File: src/uic_pkg.sv
// Constants, field layouts and code tables of the ISO 7816 capable USART
// Function
// - Rate adjust code 1,2,3,4,5,6,8,9 decodes to 1,2,4,8,16,32,12,20.
// - Division codes 0-6, 9-13 decode to 372 through 2048.
// - Card mode divides selected source by twice the baud divisor; may drive clock pin.
// - Card mode divides card clock by ratio, up to 2047, giving bit time.
// - Ratio field resets to 0x174, that is 372.
// - Receiver and transmitter start disabled; each enabled by its own command.
// - Soft resets stop traffic at once, clear flags, keep configuration.
// - Receive disable lets the character in progress finish first.
// - Transmit disable finishes current and held character first.
// - Transmitter sends start, up to 9 data, optional check, stop bits.
// - Length field sets data bits; nine-bit select forces nine.
// - Bit order select 1 sends MSB first, 0 LSB first.
// - Check bit even, odd, space, mark, none; 1.5 stop async only.
// - Character end loads held one, frees holding; all-done when idle.
// - Holding free and all done stay low while transmitter disabled.
// - Holding register write while not free is dropped.
// - Async receiver oversamples 16x, or 8x with halve bit set.
// - Start taken at half bit of lows; then one sample per bit.
// - Receiver uses transmitter length, order and check bit settings.
// - Receiver times only one stop bit; its level is not checked.
// - After stop sample receiver hunts next start at once.
// - Baud divisor 0 gives no clock; 1 bypasses the divider.
package uic_pkg;

  localparam logic [7:0] OFS_CONTROL = 8'h00;
  localparam logic [7:0] OFS_MODE    = 8'h04;
  localparam logic [7:0] OFS_STATUS  = 8'h08;
  localparam logic [7:0] OFS_RXDATA  = 8'h0c;
  localparam logic [7:0] OFS_HOLDING = 8'h10;
  localparam logic [7:0] OFS_BAUD    = 8'h14;
  localparam logic [7:0] OFS_RATIO   = 8'h18;
  localparam logic [7:0] OFS_CODES   = 8'h1c;

  localparam int CR_RX_SRST = 2;
  localparam int CR_TX_SRST = 3;
  localparam int CR_RX_EN   = 4;
  localparam int CR_RX_DIS  = 5;
  localparam int CR_TX_EN   = 6;
  localparam int CR_TX_DIS  = 7;

  localparam logic [31:0] MODE_WMASK  = 32'h000f_37f1;
  localparam logic [10:0] RATIO_RESET = 11'h174;
  localparam logic [15:0] BAUD_RESET  = 16'h0000;
  localparam logic [3:0]  CODE_RESET  = 4'h1;
  localparam logic [10:0] OVS_FULL    = 11'h010;
  localparam logic [10:0] OVS_HALF    = 11'h008;
  localparam logic [3:0]  BITS_NINE   = 4'h9;
  localparam logic [3:0]  BITS_BASE   = 4'h5;

  localparam logic [2:0] CHK_EVEN  = 3'h0;
  localparam logic [2:0] CHK_ODD   = 3'h1;
  localparam logic [2:0] CHK_SPACE = 3'h2;
  localparam logic [2:0] CHK_MARK  = 3'h3;
  localparam logic [1:0] STOP_ONEHALF = 2'h1;
  localparam logic [1:0] STOP_TWO     = 2'h2;
  localparam logic [1:0] SRC_SYS = 2'h0;
  localparam logic [1:0] SRC_DIV = 2'h1;

  typedef struct packed {
    logic [11:0] pad_hi;
    logic        sample_halve;
    logic        card_clock_output;
    logic        nine_bit_select;
    logic        bit_order_select;
    logic [1:0]  pad_mid;
    logic [1:0]  stop_bit_count;
    logic        pad_chk;
    logic [2:0]  check_bit_type;
    logic [1:0]  char_length;
    logic [1:0]  baud_source_select;
    logic [2:0]  pad_lo;
    logic        iso_mode;
  } uic_mode_t;

  typedef struct packed {
    logic [21:0] pad_hi;
    logic        all_done_flag;
    logic [2:0]  pad_mid;
    logic        rx_on;
    logic        tx_on;
    logic [1:0]  pad_lo;
    logic        holding_free_flag;
    logic        rx_ready;
  } uic_status_t;

  typedef struct packed {
    logic [3:0]  pad_hi;
    logic [11:0] fi_value;
    logic [1:0]  pad_mid;
    logic [5:0]  di_value;
    logic [3:0]  bit_rate_adjust_code;
    logic [3:0]  clock_division_code;
  } uic_codes_t;

  typedef enum logic [2:0] {
    SER_IDLE, SER_START, SER_DATA, SER_CHECK, SER_STOP
  } uic_ser_t;

  function automatic logic [5:0] uic_di_decode(input logic [3:0] c);
    unique case (c)
      4'h1:    return 6'h01;
      4'h2:    return 6'h02;
      4'h3:    return 6'h04;
      4'h4:    return 6'h08;
      4'h5:    return 6'h10;
      4'h6:    return 6'h20;
      4'h8:    return 6'h0c;
      4'h9:    return 6'h14;
      default: return 6'h00;
    endcase
  endfunction

  function automatic logic [11:0] uic_fi_decode(input logic [3:0] c);
    unique case (c)
      4'h0, 4'h1: return 12'h174;
      4'h2:    return 12'h22e;
      4'h3:    return 12'h2e8;
      4'h4:    return 12'h45c;
      4'h5:    return 12'h5d0;
      4'h6:    return 12'h744;
      4'h9:    return 12'h200;
      4'ha:    return 12'h300;
      4'hb:    return 12'h400;
      4'hc:    return 12'h600;
      4'hd:    return 12'h800;
      default: return 12'h000;
    endcase
  endfunction

endpackage

File: src/uic_usart.sv
// USART core with smart-card rate divider, APB registers, tx and async rx
`timescale 1ns/1ps
`default_nettype none
module uic_usart #(
  parameter int PRESCALE = 8
) (
  input  wire logic        sys_clk_i,
  input  wire logic        rst_i,
  input  wire logic        psel_i,
  input  wire logic        penable_i,
  input  wire logic        pwrite_i,
  input  wire logic [7:0]  paddr_i,
  input  wire logic [31:0] pwdata_i,
  output var  logic [31:0] prdata_o,
  output var  logic        pready_o,
  output var  logic        pslverr_o,
  input  wire logic        rxd_i,
  output var  logic        txd_o,
  input  wire logic        sck_i,
  output var  logic        sck_o,
  output var  logic        sck_oe_n_o
);
  import uic_pkg::*;

  if (PRESCALE < 2 || PRESCALE > 256)
  begin : g_bad_prescale
    $error("PRESCALE must lie in 2..256");
  end

  localparam int PW = $clog2(PRESCALE);

  ////////////////////////////////////////////////////////////////////////////
  // Declarations
  uic_mode_t   mode;
  logic [15:0] baud_divisor;
  logic [10:0] clock_to_bit_ratio;
  logic [3:0]  clock_division_code;
  logic [3:0]  bit_rate_adjust_code;
  logic        rxd_s1, rxd_s2, sck_s1, sck_s2, sck_s3;
  logic        access, commit, wr, rd, hit;
  logic [31:0] rd_val, cmd;
  logic [PW-1:0] pre_cnt;
  logic        pre_tick, src_tick, baud_tick, samp_tick;
  logic [15:0] baud_cnt;
  logic [10:0] ovs;
  logic [11:0] stop_len;
  logic [3:0]  nbits;
  logic [8:0]  dmask;
  logic        check_on;
  uic_ser_t    tx_st, rx_st;
  logic [10:0] tx_cnt, rx_cnt;
  logic [3:0]  tx_idx, rx_idx;
  logic [8:0]  hold, tx_shift, rx_shift, rx_data;
  logic        hold_full, tx_en, tx_pend, rx_en, rx_pend, rx_ready;
  logic        tx_bit_end, tx_stop_end, tx_load, rx_bit_end, rx_done;
  logic        check_val;
  uic_status_t status;
  uic_codes_t  codes;

  function automatic logic [3:0] pos(input logic [3:0] i,
                                     input logic [3:0] n,
                                     input logic       msb);
    return msb ? 4'(n - 4'h1 - i) : i;
  endfunction

  ////////////////////////////////////////////////////////////////////////////
  // Pin synchronisers
  always_ff @(posedge sys_clk_i or posedge rst_i)
  begin
    if (rst_i)
    begin
      {rxd_s1, rxd_s2} <= 2'h3;
      {sck_s1, sck_s2, sck_s3} <= 3'h0;
    end
    else
    begin
      rxd_s1 <= rxd_i;
      rxd_s2 <= rxd_s1;
      sck_s1 <= sck_i;
      sck_s2 <= sck_s1;
      sck_s3 <= sck_s2;
    end
  end

  ////////////////////////////////////////////////////////////////////////////
  // APB slave; one wait state, so pready comes in the second access cycle
  assign access = psel_i & penable_i;
  assign commit = access & pready_o;
  assign wr     = commit & pwrite_i;
  assign rd     = commit & ~pwrite_i;
  assign cmd    = (wr && paddr_i == OFS_CONTROL) ? pwdata_i : 32'h0;

  assign status = '{all_done_flag: tx_en & ~hold_full & (tx_st == SER_IDLE),
                    holding_free_flag: tx_en & ~hold_full,
                    rx_on: rx_en, tx_on: tx_en, rx_ready: rx_ready,
                    default: '0};
  assign codes  = '{fi_value: uic_fi_decode(clock_division_code),
                    di_value: uic_di_decode(bit_rate_adjust_code),
                    bit_rate_adjust_code: bit_rate_adjust_code,
                    clock_division_code: clock_division_code,
                    default: '0};

  always_comb
  begin
    hit    = 1'b1;
    rd_val = 32'h0;
    unique case (paddr_i)
      OFS_CONTROL, OFS_HOLDING: rd_val = 32'h0;
      OFS_MODE:   rd_val = mode;
      OFS_STATUS: rd_val = status;
      OFS_RXDATA: rd_val = {23'h0, rx_data};
      OFS_BAUD:   rd_val = {16'h0, baud_divisor};
      OFS_RATIO:  rd_val = {21'h0, clock_to_bit_ratio};
      OFS_CODES:  rd_val = codes;
      default:    hit    = 1'b0;
    endcase
  end

  always_ff @(posedge sys_clk_i or posedge rst_i)
  begin
    if (rst_i)
    begin
      pready_o  <= 1'b0;
      prdata_o  <= 32'h0;
      pslverr_o <= 1'b0;
    end
    else
    begin
      pready_o  <= access & ~pready_o;
      prdata_o  <= (access & ~pready_o & ~pwrite_i) ? rd_val : 32'h0;
      pslverr_o <= access & ~pready_o & ~hit;
    end
  end

  // Configuration survives both soft resets
  always_ff @(posedge sys_clk_i or posedge rst_i)
  begin
    if (rst_i)
    begin
      mode                 <= '0;
      baud_divisor         <= BAUD_RESET;
      clock_to_bit_ratio   <= RATIO_RESET;
      clock_division_code  <= CODE_RESET;
      bit_rate_adjust_code <= CODE_RESET;
    end
    else if (wr)
    begin
      if (paddr_i == OFS_MODE)
        mode <= uic_mode_t'(pwdata_i & MODE_WMASK);
      if (paddr_i == OFS_BAUD)
        baud_divisor <= pwdata_i[15:0];
      if (paddr_i == OFS_RATIO)
        clock_to_bit_ratio <= pwdata_i[10:0];
      if (paddr_i == OFS_CODES)
      begin
        clock_division_code  <= pwdata_i[3:0];
        bit_rate_adjust_code <= pwdata_i[7:4];
      end
    end
  end

  ////////////////////////////////////////////////////////////////////////////
  // Baud generator and card clock
  assign pre_tick = (pre_cnt == PW'(PRESCALE - 1));

  always_comb
  begin
    if (mode.baud_source_select == SRC_SYS)
      src_tick = 1'b1;
    else if (mode.baud_source_select == SRC_DIV)
      src_tick = pre_tick;
    else
      src_tick = sck_s2 & ~sck_s3;
  end

  assign baud_tick = src_tick && baud_divisor != 16'h0 &&
                     baud_cnt >= 16'(baud_divisor - 16'h1);
  // Card mode samples once per card clock period, on its rising edge
  assign samp_tick = mode.iso_mode ? (baud_tick & ~sck_o) : baud_tick;
  assign ovs = mode.iso_mode ? clock_to_bit_ratio :
               (mode.sample_halve ? OVS_HALF : OVS_FULL);

  always_ff @(posedge sys_clk_i or posedge rst_i)
  begin
    if (rst_i)
    begin
      pre_cnt    <= '0;
      baud_cnt   <= 16'h0;
      sck_o      <= 1'b0;
      sck_oe_n_o <= 1'b1;
    end
    else
    begin
      pre_cnt <= pre_tick ? '0 : PW'(pre_cnt + 1'b1);
      if (baud_tick)
        baud_cnt <= 16'h0;
      else if (src_tick)
        baud_cnt <= 16'(baud_cnt + 16'h1);
      if (baud_tick)
        sck_o <= ~sck_o;
      // External source means the pin is an input
      sck_oe_n_o <= ~(mode.card_clock_output & ~mode.baud_source_select[1]);
    end
  end

  ////////////////////////////////////////////////////////////////////////////
  // Character format; length, mask and check enable shared, stop length and check value transmitter only
  assign nbits = mode.nine_bit_select ? BITS_NINE :
                 4'(BITS_BASE + {2'h0, mode.char_length});
  assign dmask = 9'h1ff >> (BITS_NINE - nbits);
  assign check_on = (mode.check_bit_type <= CHK_MARK);

  always_comb
  begin
    unique case (mode.check_bit_type)
      CHK_EVEN: check_val = ^(tx_shift & dmask);
      CHK_ODD:  check_val = ~^(tx_shift & dmask);
      CHK_MARK: check_val = 1'b1;
      default:  check_val = 1'b0;
    endcase
  end

  always_comb
  begin
    stop_len = {1'b0, ovs};
    if (mode.stop_bit_count == STOP_TWO)
      stop_len = {ovs, 1'b0};
    else if (mode.stop_bit_count == STOP_ONEHALF && !mode.iso_mode)
      stop_len = 12'({1'b0, ovs} + {2'h0, ovs[10:1]});
  end

  ////////////////////////////////////////////////////////////////////////////
  // Transmitter
  assign tx_bit_end  = samp_tick && ({1'b0, tx_cnt} + 12'h1 >= {1'b0, ovs});
  assign tx_stop_end = samp_tick && tx_st == SER_STOP &&
                       ({1'b0, tx_cnt} + 12'h1 >= stop_len);
  // Next character follows the stop bits directly
  assign tx_load = hold_full && tx_en &&
                   ((tx_st == SER_IDLE && samp_tick) || tx_stop_end);

  always_ff @(posedge sys_clk_i or posedge rst_i)
  begin
    if (rst_i)
    begin
      tx_en   <= 1'b0;
      tx_pend <= 1'b0;
    end
    else if (cmd[CR_TX_DIS])
      tx_pend <= 1'b1;
    else if (cmd[CR_TX_EN])
    begin
      tx_en   <= 1'b1;
      tx_pend <= 1'b0;
    end
    else if (tx_pend && !hold_full && tx_st == SER_IDLE)
    begin
      tx_en   <= 1'b0;
      tx_pend <= 1'b0;
    end
  end

  always_ff @(posedge sys_clk_i or posedge rst_i)
  begin
    if (rst_i)
    begin
      hold_full <= 1'b0;
      hold      <= 9'h0;
    end
    else if (cmd[CR_TX_SRST])
      hold_full <= 1'b0;
    else if (tx_load)
      hold_full <= 1'b0;
    else if (wr && paddr_i == OFS_HOLDING && tx_en && !hold_full)
    begin
      hold_full <= 1'b1;
      hold      <= pwdata_i[8:0];
    end
  end

  always_ff @(posedge sys_clk_i or posedge rst_i)
  begin
    if (rst_i)
    begin
      tx_st    <= SER_IDLE;
      tx_cnt   <= 11'h0;
      tx_idx   <= 4'h0;
      tx_shift <= 9'h0;
      txd_o    <= 1'b1;
    end
    else if (cmd[CR_TX_SRST])
    begin
      tx_st <= SER_IDLE;
      txd_o <= 1'b1;
    end
    else if (tx_load)
    begin
      tx_st    <= SER_START;
      tx_cnt   <= 11'h0;
      tx_shift <= hold;
      txd_o    <= 1'b0;
    end
    else if (samp_tick)
    begin
      tx_cnt <= tx_bit_end ? 11'h0 : 11'(tx_cnt + 11'h1);
      unique case (tx_st)
        SER_IDLE:
          tx_cnt <= 11'h0;
        SER_START:
          if (tx_bit_end)
          begin
            tx_st  <= SER_DATA;
            tx_idx <= 4'h0;
            txd_o  <= tx_shift[pos(4'h0, nbits, mode.bit_order_select)];
          end
        SER_DATA:
          if (tx_bit_end)
          begin
            if (tx_idx == 4'(nbits - 4'h1))
            begin
              tx_st <= check_on ? SER_CHECK : SER_STOP;
              txd_o <= check_on ? check_val : 1'b1;
            end
            else
            begin
              tx_idx <= 4'(tx_idx + 4'h1);
              txd_o  <= tx_shift[pos(4'(tx_idx + 4'h1), nbits,
                                     mode.bit_order_select)];
            end
          end
        SER_CHECK:
          if (tx_bit_end)
          begin
            tx_st <= SER_STOP;
            txd_o <= 1'b1;
          end
        SER_STOP:
        begin
          tx_cnt <= 11'(tx_cnt + 11'h1);
          if (tx_stop_end)
            tx_st <= SER_IDLE;
        end
        default:
          tx_st <= SER_IDLE;
      endcase
    end
  end

  ////////////////////////////////////////////////////////////////////////////
  // Asynchronous receiver; check bit time is skipped, neither sampled nor judged here
  assign rx_bit_end = samp_tick && ({1'b0, rx_cnt} + 12'h1 >= {1'b0, ovs});
  assign rx_done    = rx_st == SER_STOP && rx_bit_end;

  always_ff @(posedge sys_clk_i or posedge rst_i)
  begin
    if (rst_i)
    begin
      rx_en   <= 1'b0;
      rx_pend <= 1'b0;
    end
    else if (cmd[CR_RX_DIS])
      rx_pend <= 1'b1;
    else if (cmd[CR_RX_EN])
    begin
      rx_en   <= 1'b1;
      rx_pend <= 1'b0;
    end
    else if (rx_pend && rx_st == SER_IDLE)
    begin
      rx_en   <= 1'b0;
      rx_pend <= 1'b0;
    end
  end

  // A character landing with the data read still sets the flag
  always_ff @(posedge sys_clk_i or posedge rst_i)
  begin
    if (rst_i)
      rx_ready <= 1'b0;
    else if (cmd[CR_RX_SRST])
      rx_ready <= 1'b0;
    else if (rx_done)
      rx_ready <= 1'b1;
    else if (rd && paddr_i == OFS_RXDATA)
      rx_ready <= 1'b0;
  end

  always_ff @(posedge sys_clk_i or posedge rst_i)
  begin
    if (rst_i)
    begin
      rx_st    <= SER_IDLE;
      rx_cnt   <= 11'h0;
      rx_idx   <= 4'h0;
      rx_shift <= 9'h0;
      rx_data  <= 9'h0;
    end
    else if (cmd[CR_RX_SRST])
    begin
      rx_st  <= SER_IDLE;
      rx_cnt <= 11'h0;
    end
    else if (samp_tick)
    begin
      rx_cnt <= rx_bit_end ? 11'h0 : 11'(rx_cnt + 11'h1);
      unique case (rx_st)
        SER_IDLE:
          if (!rx_en || rx_pend || rxd_s2)
            rx_cnt <= 11'h0;
          else if ({1'b0, rx_cnt} + 12'h1 >= {2'h0, ovs[10:1]})
          begin
            rx_st    <= SER_DATA;
            rx_cnt   <= 11'h0;
            rx_idx   <= 4'h0;
            rx_shift <= 9'h0;
          end
        SER_DATA:
          if (rx_bit_end)
          begin
            rx_shift[pos(rx_idx, nbits, mode.bit_order_select)]
              <= rxd_s2;
            rx_idx <= 4'(rx_idx + 4'h1);
            if (rx_idx == 4'(nbits - 4'h1))
              rx_st <= check_on ? SER_CHECK : SER_STOP;
          end
        SER_CHECK:
          if (rx_bit_end)
            rx_st <= SER_STOP;
        SER_STOP:
          if (rx_bit_end)
          begin
            rx_st   <= SER_IDLE;
            rx_data <= rx_shift & dmask;
          end
        default:
          rx_st <= SER_IDLE;
      endcase
    end
  end

endmodule
`default_nettype wire

File: config.mk
export PLATFORM = sky130hd
export DESIGN_NAME = uic_usart
export DESIGN_NICKNAME = d
export VERILOG_FILES = /design/src/uic_pkg.sv /design/src/uic_usart.sv
export SDC_FILE = /design/constraint.sdc
export NUM_CORES = 1
export LEC_CHECK = 0
export BUFFER_PORTS_ARGS = -buffer_cell sky130_fd_sc_hd__buf_2
export CAP_MARGIN = 20
export CELL_PAD_IN_SITES_DETAIL_PLACEMENT = 0
export CELL_PAD_IN_SITES_GLOBAL_PLACEMENT = 1
export CORE_ASPECT_RATIO = 0.75
export CORE_MARGIN = 3
export CORE_UTILIZATION = 48
export CTS_CLUSTER_DIAMETER = 60
export DETAILED_ROUTE_END_ITERATION = 8
export GPL_ROUTABILITY_DRIVEN = 0
export GPL_TIMING_DRIVEN = 0
export PLACE_DENSITY_LB_ADDON = 0.15
export SLEW_MARGIN = 5
export SYNTH_ARGS = -nofsm -noshare
export SYNTH_HDL_FRONTEND = slang
export SYNTH_SLANG_ARGS = --single-unit
File: constraint.sdc
create_clock -name sys_clk_i -period 7.8 [get_ports sys_clk_i]
set_input_delay 0.78 -clock sys_clk_i [delete_from_list [all_inputs] [get_ports sys_clk_i]]
set_output_delay 0.78 -clock sys_clk_i [all_outputs]
set_load 0.01 [all_outputs]
==> results.yml <==
run_status:
  status: "completed"
cts:
  cts_tree: "built"
  ctsHtreeMaxLevel: 4
  cts_root_buf: "clkbuf_16"
  cts_resized: 0
  cts_buffers: 17
  clock-sinks: 184
  postCtsSetupBuffers: 0
  clockBufferDepth: 2
  path_clk_slew_ps: 70
  holdBufCountCts: 0
  clock_latency_ps: 450
synth:
  synth_top_cell_by_area: "dfrtp_1"
  syn_inst: 1248
  syn_avg_cell_area_sq_um: 9.52
  synth.area.mux_share: 0.0882
  ys_warn_count: 0
  synth_fa_ha_area_frac: 0.0905
  synthesis.area_sq_um: 11900
  ys_async_sr_fraction: 1.00
  synth-seq-cells: 184
  yosys.area_share.simple: 0.178
  synth_top_family_by_area: "simple AND/OR/NAND/NOR gates"
  synthTopCellsByArea: "dfrtp_1 (36%), ha_1 (8.6%), mux2_2 (6.5%)"
  synth_cell_types: 89
  synthXorXnorAreaFrac: 0.0505
  synthFlopType: "dfrtp_1"
  synth_compound_area_frac: 0.166
  synth_top_area_frac: 0.364
  yosysSeqAreaShare: 0.389
  synth_edf_count: 0
floorplanning:
  die_area_sq_um: 26700
  fp.dieH_um: 142
  start_util: 0.492
  pin_count: 84
  rows: 49
  die_x_um: 188
  core_sq_um: 24200
timing:
  worstMarginPinSlew_ps: 917
  finalClockSkew_ps: 15.7
  finalWorstSetupSlack_ps: 1910
  rsz0062_at_grt: "false"
  finalSetupViolCount: 0
  setup_tns_ps: 0
  slew_viol_final: 0
  fin_crit_sh: 0.755
  relSlewSlack: 0.388
  max_clock_freq_mhz: 170
  min_period_ps: 5890
  final-hold-violation-count: 0
  whs_ps: 354
setup_path:
  start_kind: "register"
  required_ps: 8140
  r2r_slack_ps: 1910
  critPathKind: "reg -> reg"
  arrival_ps: 6230
  end_kind: "register"
  crit_path_max_fanout: 9
power_and_ir_drop:
  max-vdd-ir-drop_mv: 0.172
  powerDensity_nw_per_um2: 155
  power_mw: 2.06
  power_leakage_nw: 6.11
layout:
  final_common_cell: "dfrtp_1"
  drive_gt1_frac: 0.161
  fill_cells: 2195
  syn_to_final_growth_pct: 11.8
  diodes: 0
  nets: 1469
  mostFrequentLayoutCells: "dfrtp_1 (173), nand2_1 (135), ha_1 (82), nor2_1 (80), buf_2 (71)"
  fin_cells: 1682
global_routing:
  grt_max_degree: 113
  antenna_found_initial: 0
  grt_pass1_wl_um: 53400
  grt_pass1_vias: 9296
  track_usage: 0.257
  overflow: 0
placement:
  post-place-cells: 1650
  place_ws_ps: 2030
  portBuffers: 67
  dpl.hpwl_um: 25800
drt:
  drc: 0
  firstDrtPassIters: 5
  wire_per_inst_um: 20.1
  drtIter0Drc: 690
  detail-route-antenna-nets: 0
  routed_wl_um: 33800
  num_vias: 9901
  vias_per_cell: 5.89
worst_hold_path:
  hold_path_class: "reg -> reg"
flow_run:
  maxCapViolCount: 0
==> power breakdown <==
part	switching [mW]	total (mW)	internal, mW
Clock	0.418	0.917	0.499
Combinational	0.0839	0.134	0.0503
Sequential	0.0298	1.01	0.976
Total	0.532	2.06	1.53
==> registers in the layout, summed over array words and instances, names as in the netlist, 11 cells and up <==
register and cells:
mode 14, prdata_o 28, baud_divisor 16, clock_to_bit_ratio 11, tx_cnt 11, baud_cnt 16, rx_cnt 11
==> final timing paths <==
path                               from     endpoint  cells past startpoint
worst min-delay path             sck_s1       sck_s2                      0
worst max-delay path            mode[0]    tx_cnt[9]                     21
worst min register to register   sck_s1       sck_s2                      0
worst max register to register  mode[0]    tx_cnt[9]                     21
max in group asynchronous         rst_i   rx_cnt[10]                      3
min in group asynchronous         rst_i  baud_cnt[2]                      2
==> metrics by stage <==
| step | utilization | instance area (sq um) |
|---|---|---|
| after floorplan | - | 11900 |
| after global placement | 0.524 | 12600 |
| after detailed placement | 0.525 | 12700 |
| after CTS | 0.550 | 13300 |
| after global routing | 0.550 | 13300 |
| final | 0.550 | 13300 |
==> metal layers <==
metal  vias up  global-route usage  share of wire
met5         -                   0              0
met4         0              0.0616          0.013
met3        38              0.0519          0.066
met2       272               0.371           0.42
met1      4849               0.397           0.50
li1       4742                   -              -
==> final cells by class <==
class | count | area, sq um | area share
multi-input cells | 953 | 6820 | 0.513
flip-flops and latches | 184 | 4620 | 0.347
clock buffers | 19 | 453 | 0.0341
well taps | 331 | 414 | 0.0312
repair buffers | 68 | 363 | 0.0273
inverters | 63 | 244 | 0.0184
plain buffers | 51 | 219 | 0.0165
clock inverters | 13 | 159 | 0.0120
==> cell usage after synthesis, types with 6 or more instances <==
cell and number:
nand3b_1 9, nand3_1 47, dfrtp_1 173, ha_1 82
nor3b_1 8, mux2i_1 20, a21o_1 8, and3_1 19
a21oi_1 39, xnor2_1 36, o211ai_1 15, nor2b_1 13
nor4_1 6, o22ai_1 11, a211oi_1 17, or3_1 12
nand4_1 13, nand2_1 135, clkbuf_1 37, and2_1 9
o31ai_1 9, xor2_1 30, nor3_1 20, nand2b_1 15
a221oi_1 6, nor2_1 80, dfstp_2 11, o21ai_0 57
inv_1 62, mux2_2 69, a22oi_1 23, a31oi_1 34
==> worst max-delay path, cell delays in order, from the launching register on <==
cell and delay (ps):
dfrtp_1 330, buf_2 210, mux2i_1 660, inv_1 180
ha_1 350, o2111ai_1 170, a22oi_1 160, a221oi_1 310
nor3_1 120, o41ai_1 410, xnor2_1 180, o21ai_0 80
o21ai_0 180, ha_1 270, and3_1 180, nor3b_1 140
nor3_1 360, a211o_1 240, nand2_1 70, o21ai_2 370
nand4_1 440, o31ai_1 360
==> kinds of logic (layout without fill, tap and decap cells) <==
group                      after synthesis  after routing
AOI/OAI and AO/OA                      286            286
xor gates and xnor gates                67             67
adders and majority gates               85             85
buffers and inverters                  114            214
DFF                                    184            184
muxes                                   92             92
other                                    1              4
and+or+nand+nor                        419            419
Note: power is estimated with default switching activity, not from simulation.
